[src/include/cfg_front_defines.vh]
// Constants for the configuration port front end.
// Included by hw/config_port_front_end.v only; definitions only.
`ifndef CFG_FRONT_DEFINES_VH
`define CFG_FRONT_DEFINES_VH
`define PREAMBLE_W 4
`define PREAMBLE_PAT 4'h2
`define WORD_W 32
`define LEN_CNT_W 32
`define LEN_CNT_RST 32'h00000000
`define CLEAR_CYCLES 16
`define CLEAR_CNT_W 8
`define ST_CLEAR 3'h0
`define ST_CLEAR_LAST 3'h1
`define ST_HOLD 3'h2
`define ST_HUNT 3'h3
`define ST_SYNC 3'h4
`define ST_WRITE 3'h5
`define ST_READ 3'h6
`define ST_ABORT 3'h7
`endif

[src/hw/config_port_front_end.v]
// Front end of a configuration port: clear sequencing, preamble and length
// counting, sync-word recognition, byte-wide and serial load and readback.
// Assumes the host drives the shift clock (320 ns period) far slower than
// i_clk_sys; pin inputs other than i_byte_mode, i_data_error and i_cfg_done are sampled with three flip-flops.
// Function
// [RULE_01] The 4-bit pattern 0010 is recognised as the start of the length field.
// [RULE_02] Bits received before that pattern are discarded as data.
// [RULE_03] The bit length counter advances on every shift clock rise, preamble or not; rises in clear, hold and readback are not counted.
// [RULE_04] While clear input is low, memory keeps clearing and clear status is low.
// [RULE_05] On clear release, finish current cycle, run one more, hold, then release status.
// [RULE_06] Direction low writes data in, high reads data out, and the device follows.
// [RULE_07] A direction change when not expected aborts the current operation.
// [RULE_08] Configuration logic synchronises on a dedicated 32-bit sync word.
// [RULE_09] Readback shifts memory out serially or one byte per clock on the parallel port.
// [RULE_10] Readback data is grouped into the same frames used for writing.
// [RULE_11] After configuration the parallel pins are released or kept, by option.
// [RULE_12] During configuration a data error pulls the clear status output low.
// [RULE_13] The host may hold clear status low to keep the device in hold.
// [RULE_14] Words are 32 bits and frames are padded to a whole number of words.
// [RULE_15] After an abort, data is ignored until the sync word is seen again.
`timescale 1ns/10ps
`include "cfg_front_defines.vh"
module config_port_front_end #(
    parameter [31:0] SYNC_WORD = 32'hA5C3_0F96, // arbitrary value
    parameter FRAME_WORDS = 4,
    parameter MEM_WORDS = 64,
    parameter ADDR_W = 6,
    parameter KEEP_PORT = 1'b0
)(
    input wire i_clk_sys,
    input wire i_reset,
    input wire i_clear_n,
    input wire i_status_n,
    input wire i_cfg_shift_clock,
    input wire i_dir_read,
    input wire i_din_serial,
    input wire [7:0] i_data,
    input wire i_byte_mode,
    input wire i_data_error,
    input wire i_cfg_done,
    output wire o_status_n_out,
    output wire o_status_n_oe,
    output reg [7:0] o_data,
    output reg o_data_oe,
    output reg o_dout_serial,
    output reg [31:0] o_length_count,
    output reg o_synced,
    output reg o_abort,
    output reg o_port_released,
    output reg [31:0] o_word,
    output reg o_word_valid
);
    // Three-stage samplers; stage 1 is read only by stage 2
    reg [2:0] clk_s_r;
    reg [2:0] clr_s_r;
    reg [2:0] stat_s_r;
    reg [2:0] dir_s_r;
    reg [2:0] ser_s_r;
    reg [7:0] dat1_r;
    reg [7:0] dat2_r;
    reg [7:0] dat3_r;
    reg clk_q_r;
    reg clr_q_r;
    reg stat_q_r;
    reg dir_q_r;
    always @(posedge i_clk_sys)
    begin
        if (i_reset)
        begin
            clk_s_r <= 3'h0;
            clr_s_r <= 3'h7;
            stat_s_r <= 3'h7;
            dir_s_r <= 3'h0;
            ser_s_r <= 3'h0;
            dat1_r <= 8'h00;
            dat2_r <= 8'h00;
            dat3_r <= 8'h00;
            clk_q_r <= 1'b0;
            clr_q_r <= 1'b1;
            stat_q_r <= 1'b1;
            dir_q_r <= 1'b0;
        end
        else
        begin
            clk_s_r <= {clk_s_r[1:0], i_cfg_shift_clock};
            clr_s_r <= {clr_s_r[1:0], i_clear_n};
            stat_s_r <= {stat_s_r[1:0], i_status_n};
            dir_s_r <= {dir_s_r[1:0], i_dir_read};
            ser_s_r <= {ser_s_r[1:0], i_din_serial};
            dat1_r <= i_data;
            dat2_r <= dat1_r;
            dat3_r <= dat2_r;
            if (clk_s_r[1] == clk_s_r[2])
                clk_q_r <= clk_s_r[2];
            if (clr_s_r[1] == clr_s_r[2])
                clr_q_r <= clr_s_r[2];
            if (stat_s_r[1] == stat_s_r[2])
                stat_q_r <= stat_s_r[2];
            if (dir_s_r[1] == dir_s_r[2])
                dir_q_r <= dir_s_r[2];
        end
    end

    // Rise is seen only once stages 2 and 3 agree high
    wire clk_rise = clk_s_r[1] & clk_s_r[2] & ~clk_q_r;
    wire dir_now = (dir_s_r[1] == dir_s_r[2]) ? dir_s_r[2] : dir_q_r;
    // Compared against the filtered level so one-cycle glitches never abort
    wire dir_change = dir_now != dir_q_r;

    reg [2:0] state_r;
    reg [`CLEAR_CNT_W-1:0] clr_cnt_r;
    reg [`PREAMBLE_W-1:0] pre_sh_r;
    reg pre_found_r;
    reg [31:0] word_sh_r;
    reg [5:0] bit_cnt_r;
    reg [31:0] mem_r [0:MEM_WORDS-1];
    reg [ADDR_W-1:0] wr_addr_r;
    reg [ADDR_W-1:0] rd_addr_r;
    reg [31:0] rd_sh_r;
    reg [5:0] rd_bits_r;
    reg err_r;
    integer k;
    // Sized copies of the header counts so no assignment pads or cuts
    localparam [5:0] WORD_BITS = `WORD_W;
    localparam [5:0] BYTE_BITS = 6'd8;

    wire in_bit = ser_s_r[2];
    wire [5:0] step = i_byte_mode ? BYTE_BITS : 6'd1;
    // Readback may turn back to writing only on a frame boundary
    wire frame_edge = (rd_addr_r % FRAME_WORDS) == 0;
    wire [31:0] word_nxt = i_byte_mode ? {word_sh_r[23:0], dat3_r}
                                       : {word_sh_r[30:0], in_bit};
    wire clr_last = clr_cnt_r == (`CLEAR_CYCLES - 1);

    // Open-drain status: low while clearing or on error
    assign o_status_n_oe = (state_r == `ST_CLEAR) | (state_r == `ST_CLEAR_LAST)
                         | err_r; // RULE_04 RULE_12
    assign o_status_n_out = 1'b0;

    always @(posedge i_clk_sys)
    begin
        if (i_reset)
        begin
            state_r <= `ST_CLEAR;
            clr_cnt_r <= {`CLEAR_CNT_W{1'b0}};
            pre_sh_r <= {`PREAMBLE_W{1'b1}};
            pre_found_r <= 1'b0;
            word_sh_r <= 32'h00000000;
            bit_cnt_r <= 6'd0;
            wr_addr_r <= {ADDR_W{1'b0}};
            rd_addr_r <= {ADDR_W{1'b0}};
            rd_sh_r <= 32'h00000000;
            rd_bits_r <= 6'd0;
            err_r <= 1'b0;
            o_length_count <= `LEN_CNT_RST;
            o_synced <= 1'b0;
            o_abort <= 1'b0;
            o_port_released <= 1'b0;
            o_word <= 32'h00000000;
            o_word_valid <= 1'b0;
            o_data <= 8'h00;
            o_data_oe <= 1'b0;
            o_dout_serial <= 1'b0;
        end
        else
        begin
            o_word_valid <= 1'b0;
            if (!clr_q_r)
            begin
                // Clearing continues while held low
                state_r <= `ST_CLEAR; // RULE_04
                err_r <= 1'b0;
                o_synced <= 1'b0;
                o_abort <= 1'b0;
                o_port_released <= 1'b0;
                o_data_oe <= 1'b0;
                o_length_count <= `LEN_CNT_RST;
                pre_found_r <= 1'b0;
                pre_sh_r <= {`PREAMBLE_W{1'b1}};
            end
            case (state_r)
                `ST_CLEAR, `ST_CLEAR_LAST:
                begin
                    clr_cnt_r <= clr_last ? {`CLEAR_CNT_W{1'b0}}
                                          : clr_cnt_r + 1'b1;
                    // Whole array each cycle; costs area, keeps clear time short
                    for (k = 0; k < MEM_WORDS; k = k + 1)
                        mem_r[k] <= 32'h00000000; // RULE_04
                    // Finish this pass, then one more full pass
                    if (clr_last && clr_q_r)
                        state_r <= (state_r == `ST_CLEAR) ? `ST_CLEAR_LAST
                                                          : `ST_HOLD; // RULE_05
                end
                `ST_HOLD:
                    if (stat_q_r) // RULE_13
                        state_r <= `ST_HUNT;
                `ST_HUNT, `ST_SYNC, `ST_WRITE, `ST_ABORT:
                    if (clk_rise && clr_q_r)
                    begin
                        o_length_count <= o_length_count + 32'd1; // RULE_03
                        pre_sh_r <= {pre_sh_r[`PREAMBLE_W-2:0], in_bit};
                        if (!pre_found_r)
                        begin
                            // Leading bits counted only, not kept
                            if ({pre_sh_r[`PREAMBLE_W-2:0], in_bit} == `PREAMBLE_PAT)
                                pre_found_r <= 1'b1; // RULE_01 RULE_02
                        end
                        else
                        begin
                            word_sh_r <= word_nxt;
                            if (state_r != `ST_WRITE)
                            begin
                                // Hunt one bit or byte per rise; keeps hunting after abort
                                if (word_nxt == SYNC_WORD)
                                begin
                                    state_r <= `ST_WRITE; // RULE_08 RULE_15
                                    o_synced <= 1'b1;
                                    o_abort <= 1'b0;
                                    bit_cnt_r <= 6'd0;
                                    wr_addr_r <= {ADDR_W{1'b0}};
                                end
                            end
                            else if (bit_cnt_r + step >= `WORD_W)
                            begin
                                // Whole 32-bit words only; pad bits fill frames
                                bit_cnt_r <= 6'd0; // RULE_14
                                o_word <= word_nxt;
                                o_word_valid <= 1'b1;
                                mem_r[wr_addr_r] <= word_nxt;
                                wr_addr_r <= wr_addr_r + 1'b1;
                            end
                            else
                                bit_cnt_r <= bit_cnt_r + step;
                        end
                        if (i_data_error && state_r == `ST_WRITE)
                            err_r <= 1'b1; // RULE_12
                    end
                // First rise loads a word, later rises shift it out
                `ST_READ:
                    if (clk_rise)
                    begin
                        if (rd_bits_r == 6'd0)
                        begin
                            // Whole frames from frame start
                            rd_sh_r <= mem_r[rd_addr_r]; // RULE_09 RULE_10
                            rd_addr_r <= rd_addr_r + 1'b1;
                            rd_bits_r <= WORD_BITS;
                        end
                        else if (i_byte_mode)
                        begin
                            o_data <= rd_sh_r[31:24]; // RULE_09
                            rd_sh_r <= {rd_sh_r[23:0], 8'h00};
                            rd_bits_r <= rd_bits_r - BYTE_BITS;
                        end
                        else
                        begin
                            o_dout_serial <= rd_sh_r[31];
                            rd_sh_r <= {rd_sh_r[30:0], 1'b0};
                            rd_bits_r <= rd_bits_r - 6'd1;
                        end
                    end
                default:
                    state_r <= `ST_CLEAR;
            endcase
            if (clr_q_r && dir_change)
            begin
                // Direction only expected to flip between words when synced
                if (o_synced && state_r == `ST_WRITE && bit_cnt_r == 6'd0
                    && dir_now)
                begin
                    state_r <= `ST_READ; // RULE_06
                    o_data_oe <= i_byte_mode & ~o_port_released;
                    rd_addr_r <= {ADDR_W{1'b0}};
                    rd_bits_r <= 6'd0;
                end
                else if (state_r == `ST_READ && !dir_now
                         && rd_bits_r == 6'd0
                         && frame_edge)
                begin
                    state_r <= `ST_WRITE; // RULE_06
                    o_data_oe <= 1'b0;
                end
                else if (state_r != `ST_CLEAR && state_r != `ST_CLEAR_LAST
                         && state_r != `ST_HOLD)
                begin
                    state_r <= `ST_ABORT; // RULE_07 RULE_15
                    o_abort <= 1'b1;
                    o_synced <= 1'b0;
                    o_data_oe <= 1'b0;
                end
            end

            // Option set keeps the pins working as the config port
            if (i_cfg_done && clr_q_r && !o_port_released && !KEEP_PORT)
            begin
                o_port_released <= 1'b1; // RULE_11
                o_data_oe <= 1'b0;
            end
        end
    end
endmodule

[config.mk]
export PLATFORM = sky130hd
export DESIGN_NAME = config_port_front_end
export DESIGN_NICKNAME = d
export VERILOG_FILES = /design/src/hw/config_port_front_end.v
export VERILOG_INCLUDE_DIRS = /design/src /design/src/include
export SDC_FILE = /design/constraint.sdc
export NUM_CORES = 2
export LEC_CHECK = 0
export BUFFER_PORTS_ARGS = -buffer_cell sky130_fd_sc_hd__buf_2
export CORE_ASPECT_RATIO = 0.9
export CORE_MARGIN = 2
export CORE_UTILIZATION = 58
export CTS_CLUSTER_SIZE = 16
export DETAILED_ROUTE_END_ITERATION = 8
export PLACE_DENSITY_LB_ADDON = 0.2
export SETUP_SLACK_MARGIN = 0.15
export SLEW_MARGIN = 20
export SYNTH_ARGS = -nofsm -noshare
export SYNTH_HDL_FRONTEND = slang
export SYNTH_SLANG_ARGS = --single-unit
[constraint.sdc]
create_clock -name i_clk_sys -period 4.8 [get_ports i_clk_sys]
set_clock_uncertainty 0.05 [all_clocks]
set_input_delay 0.24 -clock i_clk_sys [delete_from_list [all_inputs] [get_ports i_clk_sys]]
set_output_delay 0.24 -clock i_clk_sys [all_outputs]
set_load 0.01 [all_outputs]
---- Word level (Yosys, flattened, before mapping) ----
Memory sizes are Yosys's and may differ from the RTL's. A register that Yosys moved wholly into a read port is not among the register bits.
Index checks and enable logic that the tools add are counted.
word-level totals
  flip-flop bits (word level) ............. 225
  memory bits (writable) .................. 2048
  input port bits ......................... 18
  output and inout bits ................... 80
  logic and storage cells ................. 196
  memories ................................ 1
memories
  memory  depth  width  read ports  clocked after memory_dff  write ports  line                         RTL
  mem_r   64     32     1           1                         64           config_port_front_end.v:116  reg [31:0] mem_r [0:MEM_WORDS-1];
operators by class
  add/subtract/negate cells ............... 8
  $lt $le $gt $ge ......................... 1
  equality and inequality tests ........... 20
  multiplexer cells ....................... 91
  bitwise operators ....................... 10
  reductions and logical operators ........ 33
operators by type and width
  kind                                                                number
  2-to-1 mux 32 bit                                                   7
  2-to-1 mux 6 bit                                                    18
  2-to-1 mux 1 bit                                                    48
  2-to-1 mux 3 bit                                                    11
  adder 32 x 1 -> 32 bit (second input constant)                      1
  equality test 32 bit (second input constant)                        1
  logical NOT 32 bit                                                  1
  OR reduction 32 bit                                                 1
  2-to-1 mux 4 bit                                                    4
  logical AND 1 bit                                                   14
  adder 6 x 1 -> 6 bit (second input constant)                        2
  equality test 3 bit (second input constant)                         4
  logical NOT 6 bit                                                   2
  AND reduction 4 bit                                                 3
  AND reduction 5 bit                                                 2
  case mux 3 bit (3 select lines)                                     1
  adder 8 x 1 -> 8 bit (second input constant)                        1
  equality test 8 x 4 -> 1 bit (second input constant)                1
  2-to-1 mux 8 bit                                                    1
  adder 6 x 4 -> 7 bit                                                1
  greater-or-equal comparator 7 x 6 -> 1 bit (second input constant)  1
  adder 6 x 4 -> 6 bit                                                1
  equality test 3 x 2 -> 1 bit (second input constant)                2
  subtractor 6 x 1 -> 6 bit (second input constant)                   1
  other kinds (21)                                                    34

---- Depth between registers and ports, before layout ----
  word-level depth ........................ 12
  mapped depth ............................ 13
  gate-level depth less buffers ........... 9

---- Worst setup path after synthesis ----
No wires, ideal clock.
  kind .................................... in2reg
  from .................................... input port i_byte_mode
  to ...................................... memory mem_r[39][0] (enable)
  arrival ................................. 3.512 ns
  data required time ...................... 4.361 ns
  slack ................................... 0.849 ns
  stages on the path ...................... 12
  path buffers ............................ 4
  cells stage by stage .................... clkbuf_1 > clkinv_1 > ha_1 > nand4_1 > mux2_2 > or3_1 > buf_2 > buf_2 > nor4b_4 > nand2_1 > buf_2 > nand2_1
RTL lines
  element          line                         RTL
  start, declared  config_port_front_end.v:38   input wire i_byte_mode,
  end, declared    config_port_front_end.v:116

==> Implementation_results.wiki <==
{| class="wikitable"
! Metric !! Value
|-
| Result of the run || complete, no violations
|-
| Number of rows in the core area || roughly 140
|-
| Hold WC Path Type || in -> reg
|-
| Most numerous cell on the critical path || sky130_fd_sc_hd__nand2_1
|-
| Instance count of the mapped netlist || between 7,000 and 8,000
|-
| IO buf count || between 90 and 100
|-
| Netlist area before placement || 97,100 sq um
|-
| Number of placed I/O pins || 98
|-
| Pwr per Cell Area || about 400 nW/um^2
|-
| Drt initial violations || between 9,000 and 10,000
|-
| Fraction of power consumed by combinational cells || 5.9%
|-
| Internal power component || around 0.033 W
|-
| Warning count from the yosys run || 0
|-
| Most area-hungry cell type in the Yosys netlist || sky130_fd_sc_hd__edfxtp_1
|-
| Critical-path maximum fanout || 19
|-
| FF+latch count, synth || 2,272
|-
| Area of the multi-input gates || approximately 29,000 sq um
|-
| Final setup viols || 0
|-
| Maximum achievable frequency || 259 MHz
|-
| Largest buffer count on any clock path || 3
|-
| Die footprint || ~170,000 sq um
|-
| Number of flops mapped to enable cells by yosys || 2,048
|-
| Cell count of the worst reg-to-reg path || 9
|-
| Share of total power in sequential cells || between 50% and 60%
|-
| Routed wire length || approximately 290,000 um
|-
| Placeable core region || 166,000 sq um
|-
| Routed vias || 64,000
|-
| Number of hold-slack violations in the final timing report || 0
|-
| Final total negative setup slack || 0 ps
|-
| Minimum period implied by the final worst setup slack || between 3000 and 4000 ps
|-
| Endpoint kind of the worst setup timing path || register
|-
| DRC violations left || 0
|-
| Library cells used by synthesis || 68
|-
| Number of placed cells counting well taps || just over 9,000
|-
| Hold Path Depth || 3
|-
| CP Class || reg -> reg
|-
| Max-cap violations || 0
|-
| Area added between synthesis and finish || 11.7%
|-
| Number of filler cells placed in the layout || 12,000
|-
| Final Non-Filler Cells || 9,786
|-
| Synthesized area per cell || around 13 sq um
|-
| Clock group share of total power || between 30% and 40%
|-
| GR Util All Layers || 34.3%
|-
| Worst stage delay on the critical path || just over 600 ps
|-
| Starting density of the core || approximately three fifths
|-
| Wire length per cell || approximately 30 um
|-
| Ratio of cells with drive above 1 in the final layout || between 10% and 20%
|-
| Max-slew headroom at the worst pin || ~18%
|-
| Average via count per standard cell || 6.54
|-
| HPWL after detailed placement || about 190,000 um
|-
| Worst Max-Slew Pin Slew || 1220 ps
|-
| Area taken by flip-flops and latches || between 60,000 and 70,000 sq um
|-
| Setup repair after global routing missed its margin || no
|-
| Detailed-routing iteration count for the pre-antenna-repair pass || 6
|-
| Synth Net Count || about 7,400
|-
| Post-synth top flop || sky130_fd_sc_hd__edfxtp_1
|-
| Master of the slowest instance on the critical path || sky130_fd_sc_hd__nor4b_4
|-
| Fraction of synthesis flops using an asynchronous set or reset pin || 0%
|-
| Clock tree from TritonCTS || done
|-
| Arrival @ worst endpoint || between 4000 and 5000 ps
|-
| Later-pin clock latency in the skew report || a little under 900 ps
|-
| Pin count of the biggest net entering global routing || 78
|-
| Number of global-route vias before repair || 61,100
|-
| Number of nets with antenna violations after routing || 0
|-
| Inserted Clock Buffers || between 200 and 250
|-
| Number of max-slew violations in the final report || 0
|-
| Startpoint type of the worst setup path || register
|-
| Number of clock sinks || 2,272
|-
| Proportion of total power due to net switching || around 23%
|-
| Largest cells by area after synthesis || sky130_fd_sc_hd__edfxtp_1 63%, sky130_fd_sc_hd__nor2_1 8.6%, sky130_fd_sc_hd__mux2i_1 6.2%, sky130_fd_sc_hd__mux4_2 5.4%, sky130_fd_sc_hd__dfxtp_1 4.6%
|-
| Area fraction of the dominant cell type after synthesis || a little under two thirds
|-
| Die Span X || between 400 and 500 um
|-
| Clock slew at reported path FFs || ~60 ps
|-
| Initial antenna violation count || 13
|-
| H-Tree Level Count || 4
|-
| CTS Root Cell || sky130_fd_sc_hd__clkbuf_16
|-
| Setup Fix Bufs, Post-CTS || 0
|-
| Wire length of the first global-routing pass || around 420,000 um
|-
| Required arrival time at the worst endpoint || around 5300 ps
|-
| Global route total overflow || 0
|-
| Placer's final routability congestion estimate || between 0.9 and 1
|-
| Die Y || ~400 um
|-
| Number of nets at the end of the flow || between 7,000 and 8,000
|-
| Static Leak || between 30 and 40 nW
|-
| Cell breakdown of the critical path || ha_1 > nor2b_1 > nand4_2 > or3_1 > buf_4 > nor4b_4 > nand2_1 > nand2_1 > buf_12
|-
| Worst R2R Setup Slack || 930 ps
|-
| Power after layout || 0.0434 W
|-
| Seq/Total Area, Yosys || between 60 and 70%
|-
| Fraction of the cycle the final worst path needs || 80.5%
|-
| Switching power summed over all nets || around 0.01 W
|-
| Max VDD drop || ~0.00039 V
|}
[area by class of cell]
class	instances	share of cell area, %
flip-flops and latches	2272	60.8
multi-input cells	4401	26.6
clock buffers	278	5.41
repair buffers	451	3.50
well taps	2232	2.57
clock inverters	134	1.01
inverters	14	0.0484
diodes	4	0.00923
[cells in the mapped netlist, types with 88 or more instances]
cell type and instances:
sky130_fd_sc_hd__buf_1 115, sky130_fd_sc_hd__nor2_1 2227, sky130_fd_sc_hd__a21oi_1 88, sky130_fd_sc_hd__buf_2 110, sky130_fd_sc_hd__mux2i_1 601, sky130_fd_sc_hd__a22oi_1 289, sky130_fd_sc_hd__nand3_1 104, sky130_fd_sc_hd__nand2_1 270
sky130_fd_sc_hd__mux4_2 232, sky130_fd_sc_hd__dfxtp_1 224, sky130_fd_sc_hd__clkbuf_1 487, sky130_fd_sc_hd__edfxtp_1 2048
[repair_timing]
| action | CTS | global route |
|---|---|---|
| resized for setup | 0 | 0 |
| hold buffers | 17 | 0 |
| hold endpoints to repair | 52 | 0 |
[cells in the final DEF, fill, tap and decap left out, types with 94 or more instances in the layout]
master                      Yosys  routed
sky130_fd_sc_hd__mux4_2       232     232
sky130_fd_sc_hd__dfxtp_1      224     219
sky130_fd_sc_hd__clkbuf_16      0     223
sky130_fd_sc_hd__edfxtp_1    2048    2048
sky130_fd_sc_hd__nand2_1      270     269
sky130_fd_sc_hd__buf_2        110      94
sky130_fd_sc_hd__a22oi_1      289     289
sky130_fd_sc_hd__mux2i_1      601     571
sky130_fd_sc_hd__nor2_1      2227    2221
sky130_fd_sc_hd__buf_4          1     291
sky130_fd_sc_hd__nand3_1      104     104
[flip-flops by register name, summed over array words and instances, names as in the netlist, 3 cells and up]
register        flops
clr_s_r             3
rd_sh_r            32
rd_bits_r           6
rd_addr_r           6
clk_s_r             3
stat_s_r            3
dat1_r              8
dat2_r              8
bit_cnt_r           6
o_data              8
clr_cnt_r           8
pre_sh_r            3
ser_s_r             3
o_word             32
wr_addr_r           6
dir_s_r             3
state_r             3
word_sh_r          31
mem_r            2048
dat3_r              8
o_length_count     32
[critical path, delay by kind of cell (launching register included)]
kind,cells,cell delay [ps]
simple gates,6,2420
flops,1,330
buf+inv,2,520
fa+ha+maj,1,160
[stage by stage]
| step | utilization, % | hold WS [ps] | setup WS, ps | area [sq um] |
|---|---|---|---|---|
| after floorplan | - | 294 | 849 | 97100 |
| after global placement | 60.9 | 347 | 940 | 101000 |
| after detailed placement | 60.9 | 349 | 946 | 101000 |
| after CTS | 65.2 | 7.89 | 933 | 108000 |
| after global routing | 65.2 | 62.7 | 726 | 108000 |
| final | 65.2 | 74.0 | 935 | 108000 |
[worst paths after layout]
check,from,to
setup / recovery,clk_s_r[1]$_SDFF_PP0_,mem_r[22][8]$_SDFFCE_PN0P_
hold / removal,i_cfg_shift_clock,clk_s_r[0]$_SDFF_PP0_
setup reg to reg,clk_s_r[1]$_SDFF_PP0_,mem_r[22][8]$_SDFFCE_PN0P_
hold reg to reg,clr_s_r[0]$_SDFF_PP1_,clr_s_r[1]$_SDFF_PP1_
[power groups by stage]
stage / sequential, W / combinational [W] / clock [W]
floorplan: 0.0242 / 0.00138 / 0
global placement: 0.0243 / 0.00246 / 0
detailed placement: 0.0244 / 0.00249 / 0
CTS: 0.0240 / 0.00251 / 0.0169
global route: 0.0241 / 0.00265 / 0.0177
finish: 0.0239 / 0.00254 / 0.0169
[per-layer routing]
layer	share of wire [%]	track usage, %	vias up
li1	-	-	26700
met1	38	49.0	32300
met2	44	49.6	4306
met3	14	9.41	657
met4	4.7	15.1	10
met5	0.021	0	-
[cell families after synthesis]
logic type / share of synthesized area, %
and+or+nand+nor: 12.2
adders and majority gates: 0.152
other: 0.00386
muxes: 11.9
xor gates and xnor gates: 0.433
AOI/OAI and AO/OA: 4.34
DFF: 68.0
buffers and inverters: 2.96
Power figures use the tool's default switching activity.
